File: src/design/flash_cmd_pkg.sv
package flash_cmd_pkg;
  localparam int CLK_MHZ     = 200;
  localparam int NS_PER_US   = 1000;
  localparam int DEF_SLEEP_NS = 3000;
  localparam int DEF_WAKE_NS  = 3000;
  localparam int DEF_WAKEID_NS = 8000;
  localparam int DEF_RSTREC_NS = 30000;

  localparam logic [7:0] OP_SLEEP  = 8'hB9;
  localparam logic [7:0] OP_WAKE   = 8'hAB;
  localparam logic [7:0] OP_RST_EN = 8'h66;
  localparam logic [7:0] OP_RST    = 8'h99;
  localparam logic [7:0] OP_MID1   = 8'h90;
  localparam logic [7:0] OP_MID2   = 8'h92;
  localparam logic [7:0] OP_MID4   = 8'h94;
  localparam logic [7:0] OP_IDENT3 = 8'h9F;

  localparam logic [5:0]  OPCODE_BITS = 6'h08;
  localparam logic [5:0]  ADDR_END    = 6'h20;
  localparam logic [5:0]  BITS_MAX    = 6'h3F;
  localparam logic [5:0]  OPC_LAST    = 6'h07;
  localparam logic [23:0] ADDR_SWAP   = 24'h00_0001;
  localparam logic [4:0]  WORD_MSB    = 5'h17;
  localparam logic [5:0]  WORD_LEN    = 6'h18;
  localparam logic [5:0]  PER_DEV     = 6'h08;
  localparam logic [5:0]  PER_PAIR    = 6'h10;
  localparam logic [5:0]  PER_IDENT   = 6'h18;
  localparam logic [2:0]  LANES_1     = 3'h1;
  localparam logic [2:0]  LANES_2     = 3'h2;
  localparam logic [2:0]  LANES_4     = 3'h4;
  localparam logic [3:0]  OE_NONE     = 4'h0;
  localparam logic [15:0] CNT_ONE     = 16'h0001;

  typedef enum logic [3:0] {
    ST_OPCODE = 4'b0001,
    ST_ADDR   = 4'b0010,
    ST_OUT    = 4'b0100,
    ST_IGNORE = 4'b1000
  } frame_state_t;

  function automatic logic [15:0] ns_to_cycles(input int ns);
    int c;
    c = (ns * CLK_MHZ + NS_PER_US - 1) / NS_PER_US;
    if (c < 1) begin
      c = 1;
    end
    ns_to_cycles = 16'(c);
  endfunction : ns_to_cycles
endpackage : flash_cmd_pkg

File: src/design/flash_power_reset_id_commands.sv
`timescale 1ns/1ps
`default_nettype none
module flash_power_reset_id_commands
  import flash_cmd_pkg::*;
#(
  parameter logic [7:0] MAKER_CODE  = 8'h5A, // arbitrary value
  parameter logic [7:0] DEVICE_CODE = 8'h13, // arbitrary value
  parameter logic [7:0] TYPE_CODE   = 8'h60, // arbitrary value
  parameter logic [7:0] CAP_CODE    = 8'h14, // arbitrary value
  parameter int SLEEP_ENTRY_NS = DEF_SLEEP_NS,
  parameter int WAKE_NS        = DEF_WAKE_NS,
  parameter int WAKE_ID_NS     = DEF_WAKEID_NS,
  parameter int RESET_REC_NS   = DEF_RSTREC_NS
) (
  // clock and reset
  input  wire logic       clk,
  input  wire logic       reset_n,
  // serial pins
  input  wire logic       csN,
  input  wire logic       sclk,
  input  wire logic [3:0] ioIn,
  output logic      [3:0] ioOut,
  output logic      [3:0] ioOe,
  // internal cycle from array logic
  input  wire logic       cycleStart,
  input  wire logic       cycleDone,
  // status
  output logic            writeInProgressFlag,
  output logic            asleep,
  output logic            standby,
  output logic            commandBusy,
  output logic            volatileClear
);
  localparam logic [15:0] SLEEP_CNT  = ns_to_cycles(SLEEP_ENTRY_NS);
  localparam logic [15:0] WAKE_CNT   = ns_to_cycles(WAKE_NS);
  localparam logic [15:0] WAKEID_CNT = ns_to_cycles(WAKE_ID_NS);
  localparam logic [15:0] RSTREC_CNT = ns_to_cycles(RESET_REC_NS);

  function automatic logic [23:0] shift_in(input logic [23:0] a, input logic [3:0] io, input logic [2:0] n);
    case (n)
      LANES_2: shift_in = {a[21:0], io[1:0]};
      LANES_4: shift_in = {a[19:0], io[3:0]};
      default: shift_in = {a[22:0], io[0]};
    endcase
  endfunction : shift_in

  function automatic logic [3:0] id_lanes(input logic [23:0] w, input logic [4:0] i, input logic [2:0] n);
    id_lanes = OE_NONE;
    case (n)
      LANES_2: id_lanes = {2'h0, w[i], w[i - 5'h1]};
      LANES_4: id_lanes = {w[i], w[i - 5'h1], w[i - 5'h2], w[i - 5'h3]};
      default: id_lanes[1] = w[i];
    endcase
  endfunction : id_lanes

  function automatic logic [3:0] lane_mask(input logic [2:0] n);
    case (n)
      LANES_2: lane_mask = 4'h3;
      LANES_4: lane_mask = 4'hF;
      default: lane_mask = 4'h2;
    endcase
  endfunction : lane_mask

  logic [2:0]   csSync;
  logic [2:0]   sclkSync;
  logic [3:0]   ioS1;
  logic [3:0]   ioS2;
  frame_state_t state_q;
  logic [5:0]   bitCnt_q;
  logic [7:0]   op_q;
  logic [23:0]  addr_q;
  logic [2:0]   lanes_q;
  logic         accepted_q;
  logic [23:0]  word_q;
  logic [5:0]   period_q;
  logic [4:0]   idx_q;
  logic         armed_q;
  logic         sleepPend_q;
  logic         asleep_q;
  logic         busy_q;
  logic [15:0]  delay_q;
  logic         wip_q;
  logic         volClear_q;
  logic         standby_q;
  logic [3:0]   ioOut_q;
  logic [3:0]   ioOe_q;

  // synchronisers, third stage only for edge finding
  always_ff @(posedge clk or negedge reset_n) begin
    if (!reset_n) begin
      csSync   <= 3'h7;
      sclkSync <= 3'h0;
      ioS1     <= 4'h0;
      ioS2     <= 4'h0;
    end else begin
      csSync   <= {csSync[1:0], csN};
      sclkSync <= {sclkSync[1:0], sclk};
      ioS1     <= ioIn;
      ioS2     <= ioS1;
    end
  end

  logic       csHigh;
  logic       csRise;
  logic       sclkRise;
  logic       sclkFall;
  logic       sleepish;
  logic [7:0] opNext;
  logic       opAllowed;
  logic       opLast;
  logic       exactOp;
  logic       wakeOnly;
  logic       wakeId;
  logic       sleepGo;
  logic       resetGo;
  logic [5:0] addrNext;
  assign csHigh    = csSync[1];
  assign csRise    = csSync[1] & ~csSync[2];
  assign sclkRise  = sclkSync[1] & ~sclkSync[2];
  assign sclkFall  = ~sclkSync[1] & sclkSync[2];
  assign sleepish  = sleepPend_q | asleep_q;
  assign opNext    = {op_q[6:0], ioS2[0]};
  assign opLast    = (state_q == ST_OPCODE) && sclkRise && (bitCnt_q == OPC_LAST);
  assign addrNext  = bitCnt_q + {3'h0, lanes_q};
  assign exactOp   = accepted_q && (bitCnt_q == OPCODE_BITS);
  assign opAllowed = !busy_q && (!sleepish || opNext == OP_WAKE || opNext == OP_RST_EN || opNext == OP_RST);
  // wake frame ends right after opcode
  assign wakeOnly  = csRise && exactOp && op_q == OP_WAKE && sleepish;
  assign wakeId    = csRise && accepted_q && op_q == OP_WAKE && bitCnt_q >= ADDR_END && sleepish;
  // select must rise right after bit eight
  assign sleepGo   = csRise && exactOp && op_q == OP_SLEEP && !wip_q && !sleepish;
  // reset only when armed by the previous frame
  assign resetGo   = csRise && exactOp && op_q == OP_RST && armed_q;

  // frame decoder
  always_ff @(posedge clk or negedge reset_n) begin
    if (!reset_n) begin
      state_q    <= ST_OPCODE;
      bitCnt_q   <= 6'h00;
      op_q       <= 8'h00;
      addr_q     <= 24'h00_0000;
      lanes_q    <= LANES_1;
      accepted_q <= 1'b0;
      word_q     <= 24'h00_0000;
      period_q   <= PER_DEV;
    end else if (csHigh) begin
      state_q  <= ST_OPCODE;
      bitCnt_q <= 6'h00;
      lanes_q  <= LANES_1;
    end else if (sclkRise) begin
      case (state_q)
        ST_OPCODE: begin
          op_q     <= opNext;
          bitCnt_q <= bitCnt_q + 6'h01;
          if (bitCnt_q == OPC_LAST) begin
            accepted_q <= opAllowed;
            state_q    <= ST_IGNORE;
            if (opAllowed) begin
              if (opNext == OP_IDENT3 && !wip_q) begin
                word_q   <= {MAKER_CODE, TYPE_CODE, CAP_CODE};
                period_q <= PER_IDENT;
                state_q  <= ST_OUT;
              end else if (opNext == OP_WAKE && !wip_q) begin
                state_q <= ST_ADDR;
              end else if (opNext == OP_MID1 || opNext == OP_MID2 || opNext == OP_MID4) begin
                state_q <= ST_ADDR;
                lanes_q <= (opNext == OP_MID2) ? LANES_2 : (opNext == OP_MID4) ? LANES_4 : LANES_1;
              end
            end
          end
        end
        ST_ADDR: begin
          addr_q   <= shift_in(addr_q, ioS2, lanes_q);
          bitCnt_q <= addrNext;
          if (addrNext == ADDR_END) begin
            state_q <= ST_OUT;
            if (op_q == OP_WAKE) begin
              word_q   <= {DEVICE_CODE, 16'h0000};
              period_q <= PER_DEV;
            end else begin
              period_q <= PER_PAIR;
              if (shift_in(addr_q, ioS2, lanes_q) == ADDR_SWAP) begin
                word_q <= {DEVICE_CODE, MAKER_CODE, 8'h00};
              end else begin
                word_q <= {MAKER_CODE, DEVICE_CODE, 8'h00};
              end
            end
          end
        end
        default: begin
          if (bitCnt_q != BITS_MAX) begin
            bitCnt_q <= bitCnt_q + 6'h01;
          end
        end
      endcase
    end
  end

  // output shifter on falling serial clock
  always_ff @(posedge clk or negedge reset_n) begin
    if (!reset_n) begin
      ioOut_q <= OE_NONE;
      ioOe_q  <= OE_NONE;
      idx_q   <= WORD_MSB;
    end else if (state_q != ST_OUT) begin
      ioOe_q <= OE_NONE;
      idx_q  <= WORD_MSB;
    end else if (sclkFall) begin
      ioOut_q <= id_lanes(word_q, idx_q, lanes_q);
      ioOe_q  <= lane_mask(lanes_q);
      if ({1'b0, idx_q} < WORD_LEN - period_q + {3'h0, lanes_q}) begin
        idx_q <= WORD_MSB;
      end else begin
        idx_q <= idx_q - {2'h0, lanes_q};
      end
    end
  end

  always_ff @(posedge clk or negedge reset_n) begin
    if (!reset_n) begin
      armed_q <= 1'b0;
    end else if (csRise) begin
      armed_q <= exactOp && op_q == OP_RST_EN;
    end
  end

  // sleep and delay timing
  always_ff @(posedge clk or negedge reset_n) begin
    if (!reset_n) begin
      sleepPend_q <= 1'b0;
      asleep_q    <= 1'b0;
      busy_q      <= 1'b0;
      delay_q     <= 16'h0000;
    end else if (resetGo) begin
      sleepPend_q <= 1'b0;
      asleep_q    <= 1'b0;
      busy_q      <= 1'b1;
      delay_q     <= RSTREC_CNT;
    end else if (wakeOnly || wakeId) begin
      sleepPend_q <= 1'b0;
      asleep_q    <= 1'b0;
      busy_q      <= 1'b1;
      delay_q     <= wakeId ? WAKEID_CNT : WAKE_CNT;
    end else if (sleepGo) begin
      sleepPend_q <= 1'b1;
      delay_q     <= SLEEP_CNT;
    end else if (sleepPend_q || busy_q) begin
      delay_q <= delay_q - CNT_ONE;
      if (delay_q == CNT_ONE) begin
        asleep_q    <= sleepPend_q;
        sleepPend_q <= 1'b0;
        busy_q      <= 1'b0;
      end
    end
  end

  // flag covers the internal cycle until cycle done, or until a software reset clears it early
  always_ff @(posedge clk or negedge reset_n) begin
    if (!reset_n) begin
      wip_q <= 1'b0;
    end else if (resetGo) begin
      wip_q <= 1'b0;
    end else if (cycleStart && !sleepish && !busy_q) begin
      wip_q <= 1'b1;
    end else if (cycleDone) begin
      wip_q <= 1'b0;
    end
  end

  always_ff @(posedge clk or negedge reset_n) begin
    if (!reset_n) begin
      volClear_q <= 1'b0;
      standby_q  <= 1'b0;
    end else begin
      volClear_q <= resetGo;
      standby_q  <= csHigh && !wip_q && !sleepish && !busy_q;
    end
  end

  assign ioOut               = ioOut_q;
  assign ioOe                = ioOe_q;
  assign writeInProgressFlag = wip_q;
  assign asleep              = asleep_q;
  assign standby             = standby_q;
  assign commandBusy         = busy_q;
  assign volatileClear       = volClear_q;

  sleep_cause_a: assert property (@(posedge clk) disable iff (!reset_n)
    $rose(asleep_q) |-> $past(sleepPend_q) && $past(delay_q) == CNT_ONE)
    else $error("sleep entered without pending sleep command");
  sleep_frame_a: assert property (@(posedge clk) disable iff (!reset_n)
    csRise && op_q == OP_SLEEP && bitCnt_q != OPCODE_BITS && !sleepPend_q |=> !sleepPend_q)
    else $error("sleep taken from a frame of wrong length");
  sleep_delay_a: assert property (@(posedge clk) disable iff (!reset_n)
    $rose(sleepPend_q) |-> delay_q == SLEEP_CNT && !asleep_q)
    else $error("sleep entry delay not loaded");
  sleep_filter_a: assert property (@(posedge clk) disable iff (!reset_n)
    opLast && !csHigh && sleepish && opNext != OP_WAKE |=> state_q == ST_IGNORE)
    else $error("command decoded while asleep");
  wake_delay_a: assert property (@(posedge clk) disable iff (!reset_n)
    wakeOnly && !resetGo |=> busy_q && !asleep_q && delay_q == WAKE_CNT)
    else $error("wake delay not started");
  wip_ident_a: assert property (@(posedge clk) disable iff (!reset_n)
    opLast && wip_q && opNext == OP_IDENT3 |=> state_q != ST_OUT)
    else $error("identify decoded during internal cycle");
  reset_effect_a: assert property (@(posedge clk) disable iff (!reset_n)
    resetGo |=> volClear_q && !wip_q && busy_q ##1 !volClear_q)
    else $error("reset did not clear state");
  arm_clear_a: assert property (@(posedge clk) disable iff (!reset_n)
    csRise && op_q != OP_RST_EN |=> !armed_q)
    else $error("reset enable survived another frame");
  ident_end_a: assert property (@(posedge clk) disable iff (!reset_n)
    csRise |=> ##1 ioOe_q == OE_NONE && state_q == ST_OPCODE)
    else $error("output still driven after select rose");
endmodule : flash_power_reset_id_commands
`default_nettype wire

File: config.mk
export PLATFORM = sky130hd
export DESIGN_NAME = flash_power_reset_id_commands
export DESIGN_NICKNAME = d
export VERILOG_FILES = /design/src/design/flash_cmd_pkg.sv /design/src/design/flash_power_reset_id_commands.sv
export SDC_FILE = /design/constraint.sdc
export NUM_CORES = 1
export LEC_CHECK = 0
export ABC_AREA = 1
export BUFFER_PORTS_ARGS = -buffer_cell sky130_fd_sc_hd__buf_4
export CORE_ASPECT_RATIO = 0.75
export CORE_MARGIN = 2
export CORE_UTILIZATION = 68
export DETAILED_ROUTE_END_ITERATION = 10
export GPL_ROUTABILITY_DRIVEN = 0
export PLACE_DENSITY = 0.95
export SLEW_MARGIN = 40
export SYNTH_ARGS = -nofsm -noshare
export SYNTH_HDL_FRONTEND = slang
export SYNTH_SLANG_ARGS = --single-unit
File: constraint.sdc
create_clock -name clk -period 5.5 [get_ports clk]
set_input_delay 1.375 -clock clk [delete_from_list [all_inputs] [get_ports clk]]
set_output_delay 1.375 -clock clk [all_outputs]
set_load 0.1 [all_outputs]
==> flow_summary.ini <==
[setup_path]
rr_endpoint = ioOut[0]$_DFFE_PN0P_
crit_arrival_ns = 2.99
path_delay_family = flip-flops
ff2ff_setup_slack_ns = 2.76
worstPathMaxFanout = 18
critPathKind = reg2reg
cp.depth = 13
r2r_cells = 13
crit_buf_inv = 2
rr_startpoint = idx_q[1]$_DFFE_PN1P_
critical_path.cell_chain = clkinv_1, ha_1, clkinv_1, a21oi_1, o21ai_0, nand2_1, nand2_1, nand2_1, nand2_1, nand2_1, nand2_1, nand2_1, nand2_1
crit_path_start_kind = register
endpoint = ioOut[0]$_DFFE_PN0P_
worstPathRequired_ns = 5.75
crit_path_frequent_cell = nand2_1
crit_start = idx_q[1]$_DFFE_PN1P_
critPathCaptureType = register
cp_slowest_cell = dfstp_2
max_stage_delay_ns = 0.73

[synthesis]
syn_area_per_cell_um2 = 6.950
seq_area_frac_synth_pct = 38.31
postSynthCellCount = 982
ys_types = 44
synthesis.area_mm2 = 0.006825
synth_flop_cell = dfrtp_1
ys_seq_elements = 104
synth_warnings = 0
synth-edff-count = 0
async_reset_ff_share_pct = 100.0
syn_nets = 1011

[timing]
maxSlewHeadroom_pct = 52.92
finClkSkew_ns = 0.007154
finalSetupViolCount = 0
tightest_slew_ns = 0.7036
period_minus_slack_ns = 2.744
max_freq_mhz = 364.4
rsz0062_at_grt = false
drv_slew = 0
hold_viol = 0
finalSetupTns_ns = 0
period_share_pct = 49.90

[die]
rows = 31
dieHeight_um = 90.77
die_x_um = 119.7
core_mm2 = 0.009697
boundaryPins = 23
initial_core_util_pct = 70.39
die-area_mm2 = 0.01086

[pwr]
total_power_mw = 1.594
p_clk_share_pct = 41.0
netSwitchingPower_mw = 0.3989
p_leak_nw = 3.804
pwr-share-comb_pct = 7.6
power_switching_share_pct = 25.02
cell_internal_pwr_mw = 1.195
powerDensity_mw_per_mm2 = 218.6
p_seq_share_pct = 51.4
ir_worst_vdd_mv = 0.1765

[flow_run]
max-cap-violations = 0

[clocking]
clkLatencyLatePin_ns = 0.35
cts_resized = 0
clk_path_buf_depth = 2
clock_sinks = 104
clk_pin_slew_ns = 0.07
post_cts_buffers = 0
cts_hold_buf = 0
htreeDepth = 3
cts_tree = done
clock-root-buffer = clkbuf_16
numCtsBuffers = 9

[drt]
drc = 0
wl_mm = 16.32
via_count = 6590
dr.pass1.iters = 6
ant_nets = 0
wire_per_inst_um = 14.58
vias_per_cell = 5.884
first_iter_violations = 923

[place]
dp_hpwl_mm = 11.78
io_buffers = 22

[grt]
gr-total-overflow = 0
grt_pass1_wl_mm = 27.98
antenna_found_initial = 0
grt_usage_pct = 31.38
grt_max_degree = 65
grt_pass1_vias = 5927

[cells_and_area]
nNetsFinal = 1012
layout_common_cells = 254 x nand2_1, 121 x inv_1, 121 x nor2_1
syn_to_final_growth_pct = 6.838
diodes = 0
mostFrequentLayoutCell = nand2_1
drive_gt1_share_pct = 7.287

[min_path]
hp-class = reg2reg

[status]
outcome = complete, no violations
-- area by class of cell --
cell class                      instances  area, um2
Clock buffer                           13      250.2
Clock inverter                          3      50.05
Fill cell                             747       2405
Multi-Input combinational cell        713       3536
Sequential cell                       104       2615
Inverter                              131      491.7
Timing Repair Buffer                   24      183.9
Tap cell                              132      165.2
-- metal layers --
layer	track usage, %	part of all wire (%)	vias up
met5	0	0	-
met4	8.529	2.2	0
met3	5.808	9.4	40
met2	46.95	44	358
met1	46.93	45	3004
li1	-	-	3188
-- state kept, by name, summed over array words and instances (netlist names), 4 cells and up --
name      count
addr_q       23
bitCnt_q      6
delay_q      16
idx_q         5
ioOut         4
ioS1          4
ioS2          4
op_q          8
state_q       4
word_q        8
-- cells in the mapped netlist, types with 4 or more instances --
master,n,share of area [%]
dfstp_2,10,3.8
nor3_1,9,0.66
nor4_1,5,0.46
o211ai_1,10,1.1
o21ai_1,6,0.44
xor2_1,19,2.4
clkbuf_1,12,0.66
o21ai_2,5,0.64
nand4_1,26,2.4
ha_1,17,3.1
dfrtp_1,94,34
buf_6,4,0.66
a32oi_1,4,0.51
nand3_1,108,7.9
nor2_1,121,6.7
a31oi_1,4,0.37
buf_2,14,1.0
o21ai_0,67,4.9
inv_2,7,0.39
inv_1,121,6.7
a21oi_1,29,2.1
nand2_1,254,14
-- per-stage QoR --
stage | instance area, um2 | cells | hold WS (ns) | util [%] | worst slack [ns]
final | 7292 | 1120 | 0.3421 | 75.20 | 2.756
after global routing | 7292 | 1120 | 0.3611 | 75.20 | 2.507
after CTS | 7288 | 1120 | 0.3462 | 75.16 | 2.813
after detailed placement | 6988 | 1104 | 0.3355 | 72.06 | 2.825
after global placement | 6988 | 1104 | 0.3331 | 72.06 | 2.878
after floorplan | 6825 | 982 | 0.3312 | - | 2.785
-- logic make-up (layout without fill, tap and decap cells) --
family	after synthesis	after routing	synth area share, %
flip-flops	104	104	38.31
AND/OR/NAND/NOR	540	540	34.32
XOR/XNOR	22	22	2.823
buffers and inverters	165	171	9.881
adder cells (fa/ha/maj)	19	19	3.703
AO/OA/AOI/OAI	132	132	10.96
-- power by group through the flow --
stage | logic, mW | clock network [mW] | registers, mW
detailed placement | 0.120 | 0 | 0.834
global route | 0.139 | 0.688 | 0.823
finish | 0.121 | 0.653 | 0.820
CTS | 0.121 | 0.660 | 0.819
floorplan | 0.0789 | 0 | 0.829
global placement | 0.117 | 0 | 0.833
-- worst min path at each step --
stage | cells after the start | slack [ns] | start | to
2_1_floorplan | 0 | 0.33 | ioS1[0]$_DFF_PN0_ | ioS2[0]$_DFF_PN0_
3_3_place_gp | 0 | 0.33 | ioS1[3]$_DFF_PN0_ | ioS2[3]$_DFF_PN0_
3_5_place_dp | 0 | 0.34 | ioS1[3]$_DFF_PN0_ | ioS2[3]$_DFF_PN0_
4_1_cts | 0 | 0.35 | ioS1[3]$_DFF_PN0_ | ioS2[3]$_DFF_PN0_
5_1_grt | 0 | 0.36 | ioS1[3]$_DFF_PN0_ | ioS2[3]$_DFF_PN0_
6_report | 0 | 0.34 | ioS1[3]$_DFF_PN0_ | ioS2[3]$_DFF_PN0_
No activity file was read; power rests on OpenSTA's default activity.
